$ cat config.mk
export PLATFORM = sky130hd
export DESIGN_NAME = lcdl_stack
export DESIGN_NICKNAME = d
export VERILOG_FILES = /design/src/verilog/lcdl_pkg.sv /design/src/verilog/lcdl_fs_lock.sv /design/src/verilog/lcdl_stack.sv
export SDC_FILE = /design/constraint.sdc
export NUM_CORES = 1
export LEC_CHECK = 0
export ABC_AREA = 1
export BUFFER_PORTS_ARGS = -buffer_cell sky130_fd_sc_hd__buf_4
export CAP_MARGIN = 20
export CORE_MARGIN = 2
export CORE_UTILIZATION = 53
export CTS_CLUSTER_SIZE = 28
export DETAILED_ROUTE_END_ITERATION = 10
export PLACE_DENSITY = 0.78
export SETUP_SLACK_MARGIN = 0.5
export SLEW_MARGIN = 40
export SYNTH_ARGS = -nofsm -noshare
export SYNTH_HDL_FRONTEND = slang
export SYNTH_SLANG_ARGS = --single-unit
$ cat constraint.sdc
create_clock -name clk_i -period 2 [get_ports clk_i]
set_input_delay 0.2 -clock clk_i [delete_from_list [all_inputs] [get_ports clk_i]]
set_output_delay 0.2 -clock clk_i [all_outputs]
set_load 0.005 [all_outputs]
$ cat src/verilog/lcdl_pkg.sv
// Constants, register map and field layout for the loop carrier data link stack.
// Assumes one 100 MHz clock, a synchronous active-high reset and a Wishbone slave port.
package lcdl_pkg;

  localparam int LCDL_DW = 32;
  localparam int LCDL_AW = 8;

  localparam logic [7:0] LCDL_OFS_SRC_EN   = 8'h00;
  localparam logic [7:0] LCDL_OFS_SRC_SEL  = 8'h04;
  localparam logic [7:0] LCDL_OFS_STATUS   = 8'h08;
  localparam logic [7:0] LCDL_OFS_TX_STACK = 8'h10;
  localparam logic [7:0] LCDL_OFS_RX_STACK = 8'h30;
  localparam logic [5:0] LCDL_STACK_BYTES  = 6'h05;

  localparam int LCDL_SRC_EN_BIT    = 6;
  localparam int LCDL_SRC_SEL_LSB   = 5;
  localparam int LCDL_TX_RDY_BIT    = 5;
  localparam int LCDL_RX_RDY_BIT    = 4;
  localparam int LCDL_SYNC_LOST_BIT = 0;
  localparam logic [1:0] LCDL_SEL_STACK = 2'h2;

  localparam logic [3:0] LCDL_LAST_FRAME  = 4'hb;
  localparam logic [5:0] LCDL_LAST_SLOT   = 6'h23;
  localparam logic [5:0] LCDL_FIRST_DBIT  = 6'h0c;
  localparam logic [5:0] LCDL_LAST_FSBIT  = 6'h0b;
  localparam logic [4:0] LCDL_LAST_DBIT   = 5'h17;
  localparam logic [5:0] LCDL_FT_PATTERN  = 6'h2a;
  localparam logic [11:0] LCDL_FS_PATTERN = 12'h1c7;
  localparam logic [11:0] LCDL_HIST_RST   = 12'hfff;

  localparam logic [7:0] LCDL_FRAMING_BYTE = 8'h07;
  localparam logic [7:0] LCDL_TX_B2_RST    = 8'h00;
  localparam logic [7:0] LCDL_TX_B3_RST    = 8'h08;
  localparam logic [7:0] LCDL_TX_B4_RST    = 8'h1f;

  typedef enum logic {
    LCDL_RX_HUNT,
    LCDL_RX_COLLECT
  } lcdl_rx_state_t;

endpackage

$ cat src/verilog/lcdl_fs_lock.sv
// Framing pattern finder for a serial signal-framing bit stream.
// Assumes bits arrive as one-cycle valid strobes at least two cycles apart.
`timescale 1ns/1ps
module lcdl_fs_lock (
  input  wire logic clk_i,
  input  wire logic rst_i,
  input  wire logic bit_valid_i,
  input  wire logic bit_i,
  output logic      hit_o
);
  import lcdl_pkg::*;

  typedef struct packed {
    logic [11:0] hist;
    logic        hit;
  } lcdl_lock_t;

  lcdl_lock_t q;
  lcdl_lock_t d;

  // History resets to all ones so that no false match can appear early.
  always_comb begin
    d = q;
    d.hit = 1'b0;
    if (bit_valid_i) begin
      d.hist = {q.hist[10:0], bit_i};
      d.hit  = ({q.hist[10:0], bit_i} == LCDL_FS_PATTERN);
    end
  end

  always_ff @(posedge clk_i) begin
    if (rst_i) begin
      q.hist <= LCDL_HIST_RST;
      q.hit  <= 1'b0;
    end else begin
      q <= d;
    end
  end

  assign hit_o = q.hit;

endmodule

$ cat src/verilog/lcdl_stack.sv
// Superframe data link stack: transmit framing bit builder and receive word capture.
// Assumes frame strobes come from the surrounding framer at least two cycles apart.
//
// The address map and the Wishbone register port were chosen for this implementation.
`timescale 1ns/1ps
module lcdl_stack (
  input  wire logic                        clk_i,
  input  wire logic                        rst_i,
  input  wire logic                        wb_cyc_i,
  input  wire logic                        wb_stb_i,
  input  wire logic                        wb_we_i,
  input  wire logic [lcdl_pkg::LCDL_AW-1:0] wb_adr_i,
  input  wire logic [lcdl_pkg::LCDL_DW-1:0] wb_dat_i,
  input  wire logic [3:0]                  wb_sel_i,
  output logic      [lcdl_pkg::LCDL_DW-1:0] wb_dat_o,
  output logic                             wb_ack_o,
  input  wire logic                        tx_frame_i,
  input  wire logic                        ext_link_i,
  output logic                             ext_link_req_o,
  output logic                             tx_fbit_o,
  output logic                             tx_sf_start_o,
  input  wire logic                        rx_frame_i,
  input  wire logic                        rx_fs_slot_i,
  input  wire logic                        rx_fbit_i,
  input  wire logic                        rx_sf_aligned_i,
  output logic                             rx_link_o,
  output logic                             rx_link_valid_o
);
  import lcdl_pkg::*;

  typedef struct packed {
    logic             ack;
    logic [31:0]      rdat;
    logic             src_en;
    logic [2:0]       src_sel;
    logic [4:0][7:0]  tx_stk;
    logic [23:0]      tx_shadow;
    logic [4:0][7:0]  rx_stk;
    logic             tx_rdy;
    logic             rx_rdy;
    logic [3:0]       tx_frame;
    logic [5:0]       tx_slot;
    logic             tx_fbit;
    logic             tx_sf_start;
    logic             ext_req;
    lcdl_rx_state_t   rx_st;
    logic [4:0]       rx_cnt;
    logic [23:0]      rx_word;
    logic             rx_link;
    logic             rx_link_valid;
  } lcdl_state_t;

  lcdl_state_t q;
  lcdl_state_t d;

  logic tx_lock;
  logic rx_lock;
  logic stk_mode;
  logic tx_fs_frame;

  // Returns {hit, index} for an aligned word inside a five-byte stack window.
  function automatic logic [3:0] stack_hit(input logic [7:0] adr,
                                           input logic [7:0] base);
    logic [7:0] off;
    off = adr - base;
    stack_hit = {(off[1:0] == 2'h0) && (off[7:2] < LCDL_STACK_BYTES), off[4:2]};
  endfunction

  // The 36-bit signal framing sequence: two framing fields, then the word.
  function automatic logic [35:0] fs_vector(input logic [7:0] b0,
                                            input logic [7:0] b1,
                                            input logic [23:0] word);
    fs_vector = {b0[5:0], b1[5:0], word};
  endfunction

  assign stk_mode = q.src_en && (q.src_sel[1:0] == LCDL_SEL_STACK);
  assign tx_fs_frame = q.tx_frame[0];

  lcdl_fs_lock u_tx_lock (
    .clk_i       (clk_i),
    .rst_i       (rst_i),
    .bit_valid_i (tx_frame_i && tx_fs_frame && !stk_mode),
    .bit_i       (ext_link_i),
    .hit_o       (tx_lock)
  );

  lcdl_fs_lock u_rx_lock (
    .clk_i       (clk_i),
    .rst_i       (rst_i),
    .bit_valid_i (rx_frame_i && rx_fs_slot_i),
    .bit_i       (rx_fbit_i),
    .hit_o       (rx_lock)
  );

  always_comb begin
    logic        req;
    logic [3:0]  txh;
    logic [3:0]  rxh;
    logic [35:0] vec;
    logic [23:0] word;
    req  = wb_cyc_i && wb_stb_i && !q.ack;
    txh  = stack_hit(wb_adr_i, LCDL_OFS_TX_STACK);
    rxh  = stack_hit(wb_adr_i, LCDL_OFS_RX_STACK);
    vec  = fs_vector(q.tx_stk[0], q.tx_stk[1], q.tx_shadow);
    word = {q.rx_word[22:0], rx_fbit_i};
    d = q;
    d.ack           = 1'b0;
    d.tx_sf_start   = 1'b0;
    d.ext_req       = 1'b0;
    d.rx_link_valid = 1'b0;

    // Register access answers one cycle after the request; unmapped reads give zero.
    if (req) begin
      d.ack  = 1'b1;
      d.rdat = '0;
      if (wb_we_i && wb_sel_i[0]) begin
        if (wb_adr_i == LCDL_OFS_SRC_EN) begin
          d.src_en = wb_dat_i[LCDL_SRC_EN_BIT];
        end else if (wb_adr_i == LCDL_OFS_SRC_SEL) begin
          d.src_sel = wb_dat_i[LCDL_SRC_SEL_LSB +: 3];
        end else if (txh[3]) begin
          d.tx_stk[txh[2:0]] = wb_dat_i[7:0];
        end
      end else if (!wb_we_i) begin
        if (wb_adr_i == LCDL_OFS_SRC_EN) begin
          d.rdat[LCDL_SRC_EN_BIT] = q.src_en;
        end else if (wb_adr_i == LCDL_OFS_SRC_SEL) begin
          d.rdat[LCDL_SRC_SEL_LSB +: 3] = q.src_sel;
        end else if (wb_adr_i == LCDL_OFS_STATUS) begin
          d.rdat[LCDL_TX_RDY_BIT]    = q.tx_rdy;
          d.rdat[LCDL_RX_RDY_BIT]    = q.rx_rdy;
          d.rdat[LCDL_SYNC_LOST_BIT] = !rx_sf_aligned_i;
          // Clearing here comes before the sets below, so a new event wins.
          d.tx_rdy = 1'b0;
          d.rx_rdy = 1'b0;
        end else if (txh[3]) begin
          d.rdat[7:0] = q.tx_stk[txh[2:0]];
        end else if (rxh[3]) begin
          d.rdat[7:0] = q.rx_stk[rxh[2:0]];
        end
      end
    end

    // Transmit side: even frames carry the terminal pattern, odd ones the sequence.
    if (tx_frame_i) begin
      d.tx_sf_start = (q.tx_frame == 4'h0);
      if (q.tx_frame == LCDL_LAST_FRAME) begin
        d.tx_frame = 4'h0;
      end else begin
        d.tx_frame = q.tx_frame + 4'h1;
      end
      if (!tx_fs_frame) begin
        d.tx_fbit = LCDL_FT_PATTERN[3'h5 - q.tx_frame[3:1]];
      end else begin
        if (stk_mode) begin
          // Spoiler bits pass straight from the stack with no forcing.
          d.tx_fbit = vec[6'h23 - q.tx_slot];
        end else begin
          d.tx_fbit  = ext_link_i;
          d.ext_req  = 1'b1;
        end
        if (q.tx_slot == LCDL_LAST_SLOT) begin
          d.tx_slot = 6'h00;
        end else begin
          d.tx_slot = q.tx_slot + 6'h01;
        end
        // The word is frozen at the start of its interval; the stack is then free
        // for about 9 ms, and an untouched stack simply goes out again.
        if (q.tx_slot == LCDL_LAST_FSBIT && stk_mode) begin
          d.tx_shadow = {q.tx_stk[2], q.tx_stk[3], q.tx_stk[4]};
          d.tx_rdy    = 1'b1;
        end
      end
    end
    // A found pattern on the external stream forces the next bit to be the first word bit.
    if (tx_lock && !stk_mode) begin
      d.tx_slot = LCDL_FIRST_DBIT;
    end

    // Receive side: the word follows a framing pattern match.
    if (rx_frame_i && rx_fs_slot_i) begin
      d.rx_link       = rx_fbit_i;
      d.rx_link_valid = 1'b1;
      case (q.rx_st)
        LCDL_RX_HUNT: begin
          d.rx_cnt = 5'h00;
        end
        LCDL_RX_COLLECT: begin
          d.rx_word = word;
          d.rx_cnt  = q.rx_cnt + 5'h01;
          if (q.rx_cnt == LCDL_LAST_DBIT) begin
            d.rx_st = LCDL_RX_HUNT;
            if (rx_sf_aligned_i && stk_mode) begin
              d.rx_stk[0] = LCDL_FRAMING_BYTE;
              d.rx_stk[1] = LCDL_FRAMING_BYTE;
              d.rx_stk[2] = word[23:16];
              d.rx_stk[3] = word[15:8];
              d.rx_stk[4] = word[7:0];
              d.rx_rdy    = 1'b1;
            end
          end
        end
        default: begin
          d.rx_st = LCDL_RX_HUNT;
        end
      endcase
    end
    if (rx_lock) begin
      d.rx_st  = LCDL_RX_COLLECT;
      d.rx_cnt = 5'h00;
    end
    // Loss of superframe alignment abandons the word in progress.
    if (!rx_sf_aligned_i) begin
      d.rx_st = LCDL_RX_HUNT;
    end
  end

  always_ff @(posedge clk_i) begin
    if (rst_i) begin
      q.ack           <= 1'b0;
      q.rdat          <= '0;
      q.src_en        <= 1'b0;
      q.src_sel       <= 3'h0;
      q.tx_stk[0]     <= LCDL_FRAMING_BYTE;
      q.tx_stk[1]     <= LCDL_FRAMING_BYTE;
      q.tx_stk[2]     <= LCDL_TX_B2_RST;
      q.tx_stk[3]     <= LCDL_TX_B3_RST;
      q.tx_stk[4]     <= LCDL_TX_B4_RST;
      q.tx_shadow     <= {LCDL_TX_B2_RST, LCDL_TX_B3_RST, LCDL_TX_B4_RST};
      q.rx_stk        <= '0;
      q.tx_rdy        <= 1'b0;
      q.rx_rdy        <= 1'b0;
      q.tx_frame      <= 4'h0;
      q.tx_slot       <= 6'h00;
      q.tx_fbit       <= 1'b0;
      q.tx_sf_start   <= 1'b0;
      q.ext_req       <= 1'b0;
      q.rx_st         <= LCDL_RX_HUNT;
      q.rx_cnt        <= 5'h00;
      q.rx_word       <= 24'h000000;
      q.rx_link       <= 1'b0;
      q.rx_link_valid <= 1'b0;
    end else begin
      q <= d;
    end
  end

  assign wb_dat_o        = q.rdat;
  assign wb_ack_o        = q.ack;
  assign ext_link_req_o  = q.ext_req;
  assign tx_fbit_o       = q.tx_fbit;
  assign tx_sf_start_o   = q.tx_sf_start;
  assign rx_link_o       = q.rx_link;
  assign rx_link_valid_o = q.rx_link_valid;

endmodule

==> results.md, run 1 <==
* Filler-free cell count of the finished design at around 1400
* Share of async-settable or async-resettable flops after synthesis at 0%
* Clock insertion delay at the later pin of the skew report at around 0.44 ns
* Number of ports placed on the die boundary at 93
* CP required at roughly 2.3 ns
* Standby leakage power at approximately 4.4 nW
* Final antenna-violating net count at 0
* Number of antenna violations at the first check in global routing at 0
* Power density over the cells at ~740 nW/µm²
* Unrepaired setup endpoints after global routing: true
* Utilization of the core after routing at between 60% and 70%
* Comb power frac at 8.2%
* Endpoints failing setup at 0
* Category of the critical setup timing path: flop to flop
* Register bit total from synthesis at between 150 and 200
* Final wirelength at 22.1 mm
* Hold Crit Class: input port to flop
* Tot GR Track Use at about a quarter
* Total CTS buffers at 17
* Post-synthesis cell count at between 1000 and 1500
* Area share of the largest cell type after synthesis at approximately 43%
* Average cell area after synthesis at 7.27 µm²
* Clock Path Buffers at 2
* Distinct cells, synth at 38
* Main synth FF type: dfxtp_1
* Root buffer cell: clkbuf_16
* Netlist area before placement at roughly 7900 µm²
* Library cell occupying the most area in the post-synthesis netlist: dfxtp_1
* Cells taking the most area after synthesis: dfxtp_1 (43%), nand2_1 (9.4%), o21ai_0 (7.9%), a21oi_1 (7.4%), inv_1 (5.8%)
* Min Clock Period, post-route at 1.67 ns
* Clock transition time at the flip-flop clock pins of the worst setup and hold paths at around 0.060 ns
* Kind of start point of the critical path: flop
* Total number of placement rows at 44
* DRT Pass-1 Iters at 5
* Placeable Area at 14600 µm²
* Sort of element at the end of the critical path: flop
* Share of the clock period used by the worst path at about 84%
* IO Port Bufs at 41
* Proportion of layout cells with a drive suffix above 1 at a little under a quarter
* Status: finished clean
* Via density at roughly 5.6
* Clock skew at around 0.0084 ns
* Setup tns final at 0 ns
* Initial core utilization at 54.4%
* TritonCTS clock tree: done
* DRT iter0 DRCs at 585
* Synth warnings at 0
* Most frequent cells after synthesis: nand2_1 (198), dfxtp_1 (172), o21ai_0 (125)
* Largest net degree at the start of global routing at 73
* Number of hold-slack violations in the final timing report at 0
* Fmax at roughly 0.60 GHz
* Antenna diode instance count at 0
* Worst setup slack before clock tree synthesis at approximately 0.016 ns
* Maximum level of the CTS H-tree at 4
* Sw frac at around a quarter
* Maximum net fanout on the critical path at 5
* Final routed DRC violation total at 0
* Arr. time, crit path at slightly below 2 ns
* Clock power share at 45.3%
* Max-cap viol count at 0
* Total vias in the final route at 7591
* Width of the die at roughly 130 µm
* Total Die Area at approximately 16000 µm²
* Sequential fraction of design power at a little under half
* First-pass GRT wire length at approximately 33 mm
* Sw power at between 0.0015 and 0.002 W
* Crit path setup slack, layout at 0.330 ns
* Most repeated cell in the gate-level netlist after synthesis: nand2_1
* P&R area growth vs syn at 28.1%
* Post-route total power at ~0.0075 W
* Clk sinks at ~170
* Number of nets in the finished design at 1237
* Detailed placer's ending HPWL at ~12 mm
* Routed wire length per instance at between 15 and 20 µm
* Area occupied by registers at 3460 µm²
* Final GP Congestion at around 0.85
* Via count of the first global-routing pass at slightly below 7000
* Part of the Yosys area used for sequential elements at between 40 and 50%
* Final max-slew violation count at 0
* Fillcell total at 1113
* Int Pwr at approximately 0.0058 W
* Number of placed instances with taps included at around 1300
* Vertical die dimension at between 100 and 150 µm
* Max VDD drop at about 0.00074 V
* Grt ovf at 0
* Number of enable-type register cells in the synthesized netlist at 0
* Multi-input combinational cell area at 4110 µm²
[path summary, 6_finish.rpt]
kind / from / slack (ns) / cells after the start / endpoint
setup / recovery: q[35]$_SDFFE_PP0P_ / 0.33 / 13 / tx_fbit_o$_SDFFE_PP0P_
setup reg to reg: q[35]$_SDFFE_PP0P_ / 0.33 / 13 / tx_fbit_o$_SDFFE_PP0P_
hold / removal: tx_frame_i / 0.009 / 2 / q[44]$_SDFFE_PP0P_
hold reg to reg: q[93]$_SDFFE_PP0P_ / 0.45 / 2 / q[93]$_SDFFE_PP0P_
[area by class of cell]
| cell class | instances | area share (%) |
|---|---|---|
| Inverter | 130 | 5.34 |
| Tap cell | 184 | 2.26 |
| Timing Repair Buffer | 117 | 11.9 |
| Multi-Input combinational cell | 731 | 40.4 |
| Sequential cell | 172 | 34.0 |
| Timing Repair inverter | 2 | 0.246 |
| Clock inverter | 7 | 1.12 |
| Clock buffer | 22 | 4.76 |
[repair_timing]
item                       CTS  global route
resized for setup           84           119
cloned                       7             8
setup endpoints to repair   95           106
hold buffers                 0             0
pin swaps                   14            28
setup buffers               19            20
[power by group through the flow]
stage | Sequential [W] | Combinational (W) | Clock [W]
final | 0.00350 | 0.000614 | 0.00340
after global routing | 0.00350 | 0.000673 | 0.00358
after CTS | 0.00350 | 0.000534 | 0.00340
after detailed placement | 0.00357 | 0.000508 | 0
after global placement | 0.00357 | 0.000500 | 0
after floorplan | 0.00357 | 0.000368 | 0
[placed cells by master (no fill, tap or decap), types with 25 or more instances in the layout]
cell type  Yosys  final
nand2_1      198    188
dfxtp_1      172    163
inv_1        123    112
a21oi_1      117     92
buf_4         33     89
nor2_1        93     84
nand3_1       80     74
o21ai_0      125     68
o21ai_1        0     28
o21ai_2        2     27
o211ai_1      26     26
a21oi_2        0     25
[worst max-delay path, cell delays in order (launching register included)]
cell        delay [ns]
dfxtp_4           0.35
buf_6             0.12
clkinvlp_4        0.16
clkbuf_16         0.20
nand2_1           0.06
nand3_2           0.06
nand3_2           0.08
nand2_1           0.05
nor2_1            0.13
nand2_1           0.08
nand3_2           0.07
nand2_2           0.07
nand2_2           0.07
a21oi_2           0.05
[per-stage QoR]
stage                     instance area (µm²)  hold WS (ns)
after floorplan                          8090         0.301
after global placement                   8360         0.429
after detailed placement                 8360         0.435
after CTS                                9500       0.00586
after global routing                    10200       0.00288
final                                   10200       0.00861
[layer usage]
layer  vias to the layer above  track usage (%)  wire length, µm
met1                      3534             31.0             8870
met2                       264             44.0            11200
met5                         -                0                0
met3                        85             4.89             1120
li1                       3708                -                -
met4                         0             11.2              887
[cell families (layout without fill, tap and decap cells)]
logic type | count (synthesis) | after routing | synth area share (%)
AOI/OAI and AO/OA | 282 | 282 | 19.1
xor gates and xnor gates | 6 | 6 | 0.662
adders and majority gates | 11 | 11 | 1.73
buffers and inverters | 214 | 278 | 12.4
DFF | 172 | 172 | 43.4
other | 1 | 24 | 0.0472
and+or+nand+nor | 406 | 408 | 22.7
Note: power is estimated with default switching activity, not from simulation.
==> run 2: changes to the inputs <==
==> constraint.sdc (replaced) <==
create_clock -name clk_i -period 1.5 [get_ports clk_i]
set_input_delay 0.15 -clock clk_i [delete_from_list [all_inputs] [get_ports clk_i]]
set_output_delay 0.15 -clock clk_i [all_outputs]
set_load 0.005 [all_outputs]
==> run 2 against run 1 <==
The run now ends with negative setup slack left; first-iteration DRC count increased by 35%; clock power increased by 27%; global-route usage increased by 2.2 points; cell area increased by 11%; register-to-register slack got worse by 0.42 ns; combinational power increased by 59%; clock-buffer cell count increased by 3; largest cell class unchanged; die area unchanged; worst hold slack improved by 0.0041 ns; sequential share of layout area decreased by 3.1 points; non-clock buffer count increased by 47; maximum frequency increased by 5.1%.
==> results.md, run 2 (synthesis results as in run 1) <==
* Number of antenna violations at the first check in global routing at 0 (unchanged)
* Unrepaired setup endpoints after global routing: true (unchanged)
* Endpoints failing setup at 24 (was 0)
* Arr. time, crit path at 1.90 ns (was 1.99 ns)
* Clock power share at 43.3% (was 45.3%)
* Maximum level of the CTS H-tree at 4 (unchanged)
* Final routed DRC violation total at 0 (unchanged)
* DRT Pass-1 Iters at 7 (was 5)
* Min Clock Period, post-route at 1.59 ns (was 1.67 ns)
* Power density over the cells at 881 nW/µm² (was 739 nW/µm²)
* Standby leakage power at 4.65 nW (was 4.36 nW)
* Placeable Area at 14600 µm² (unchanged)
* Kind of start point of the critical path: flop (unchanged)
* Root buffer cell: clkbuf_16 (unchanged)
* Sw frac at 24.8% (was 23.3%)
* Most frequent cells in the layout: nand2_1 (182), dfxtp_1 (147), inv_1 (102) (was nand2_1 (188), dfxtp_1 (163), inv_1 (112))
* Sort of element at the end of the critical path: flop (unchanged)
* Worst setup slack before clock tree synthesis at -0.397 ns (was 0.0160 ns)
* Clock Path Buffers at 2 (unchanged)
* P&R area growth vs syn at 42.3% (was 28.1%)
* Total number of placement rows at 44 (unchanged)
* Initial core utilization at 54.4% (unchanged)
* Clock transition time at the flip-flop clock pins of the worst setup and hold paths at 0.07 ns (was 0.06 ns)
* Sequential fraction of design power at 46.9% (was 46.6%)
* TritonCTS clock tree: done (unchanged)
* IO Port Bufs at 41 (unchanged)
* Worst-case register-to-register setup slack at -0.09 ns (was 0.33 ns)
* Total vias in the final route at 8394 (was 7591)
* Max-cap viol count at 0 (unchanged)
* Final GP Congestion at 0.877 (was 0.847)
* Most common library cell in the layout ignoring fill and taps: nand2_1 (unchanged)
* Final max-slew violation count at 0 (unchanged)
* Via count of the first global-routing pass at 7504 (was 6899)
* Hold Crit Class: input port to flop (unchanged)
* Antenna diode instance count at 0 (unchanged)
* Tot GR Track Use at 27.7% (was 25.5%)
* Share of the clock period used by the worst path at 106% (was 83.5%)
* Total Die Area at 16000 µm² (unchanged)
* Number of nets in the finished design at 1285 (was 1237)
* Violations in the final reports: negative setup slack
* Vertical die dimension at 126 µm (unchanged)
* Clk sinks at 172 (unchanged)
* Via density at 5.93 (was 5.56)
* Width of the die at 126 µm (unchanged)
* Category of the critical setup timing path: flop to flop (unchanged)
* Max VDD drop at 0.00117 V (was 0.000741 V)
* Status: finished, violations left (was finished clean)
* Grt ovf at 0 (unchanged)
* Number of ports placed on the die boundary at 93 (unchanged)
* Routed wire length per instance at 18.4 µm (was 16.2 µm)
* Number of hold-slack violations in the final timing report at 0 (unchanged)
* Fin Hold WS at 0.0127 ns (was 0.00861 ns)
* DRT iter0 DRCs at 789 (was 585)
* Detailed placer's ending HPWL at 13.4 mm (was 12.4 mm)
* Largest net degree at the start of global routing at 58 (was 73)
* Clock insertion delay at the later pin of the skew report at 0.44 ns (about the same)
* Final antenna-violating net count at 0 (unchanged)
* CP required at 1.81 ns (was 2.32 ns)
* Int Pwr at 0.00749 W (was 0.00577 W)
* Crit path setup slack, layout at -0.0886 ns (was 0.330 ns)
* Total CTS buffers at 17 (unchanged)
* Comb power frac at 9.8% (was 8.2%)
* First-pass GRT wire length at 35.8 mm (was 33.2 mm)
* Transition at the pin with the smallest max-transition slack at 0.762 ns
* Max-slew headroom at the worst pin at between 40% and 50%
* Proportion of layout cells with a drive suffix above 1 at 38.2% (was 23.5%)
* Final wirelength at 26.0 mm (was 22.1 mm)
* Fmax at 0.629 GHz (was 0.599 GHz)
* Clock skew at 0.0143 ns (was 0.00838 ns)
* Sw power at 0.00247 W (was 0.00175 W)
* Maximum net fanout on the critical path at 8 (was 5)
-- run 2: path summary, 6_finish.rpt --
check | startpoint | end | cells past startpoint
max | q[26]$_SDFFE_PP0P_ | q[68]$_SDFFE_PP0P_ | 7
min | wb_dat_i[2] | flop | 3
max reg2reg | q[26]$_SDFFE_PP0P_ | q[68]$_SDFFE_PP0P_ | 7
min reg2reg | q[79]$_SDFFE_PP0P_ | q[79]$_SDFFE_PP0P_ | 2
-- run 2: cell type report --
cell class | instances | area [µm²]
repair buffers | 164 | 1700
multi-input cells | 733 | 4760
inverters | 130 | 558
clock buffers | 25 | 505
fillers | 869 | 3290
repair inverters | 1 | 6.26
flip-flops and latches | 172 | 3490
well taps | 184 | 230
clock inverters | 6 | 58.8
-- run 2: power groups by stage --
stage	combinational, W	sequential [W]	clock, W
floorplan	0.000524	0.00476	0
CTS	0.000831	0.00466	0.00429
detailed placement	0.000749	0.00477	0
global placement	0.000738	0.00477	0
finish	0.000974	0.00467	0.00431
global route	0.00105	0.00467	0.00448
-- run 2: repair_timing --
item / in CTS / in global routing
cloned: 9 / 9
pin swaps: 24 / 50
hold buffers: 6 / 0
endpoints found under the hold margin: 10 / 0
endpoints found under the setup margin: 165 / 171
buffers inserted: 23 / 19
resized for setup: 114 / 235
-- run 2: critical path, cell delays in order (launching register included) --
cell,delay (ns)
dfxtp_4,0.37
ha_4,0.16
nand2_4,0.06
nor4_4,0.25
nand2_4,0.19
clkbuf_16,0.22
o21ai_2,0.12
a21oi_1,0.08
-- run 2: layer usage --
metal | track usage [%] | share of wire [%]
met5 | 0 | 0
met4 | 14.4 | 5.7
met3 | 6.16 | 6.3
met2 | 48.6 | 52
met1 | 31.5 | 36
-- run 2: through the flow --
stage,total power [W],std cells,setup TNS [ns],utilization (%),cell area [µm²]
6_report,0.00995,1415,-0.852,77.5,11300
3_3_place_gp,0.00551,1318,-10.80,61.2,8930
5_1_grt,0.0102,1415,-5.18,77.5,11300
4_1_cts,0.00978,1387,0,70.5,10300
2_1_floorplan,0.00529,1115,-5.45,-,8520
3_5_place_dp,0.00552,1318,-13.18,61.2,8930
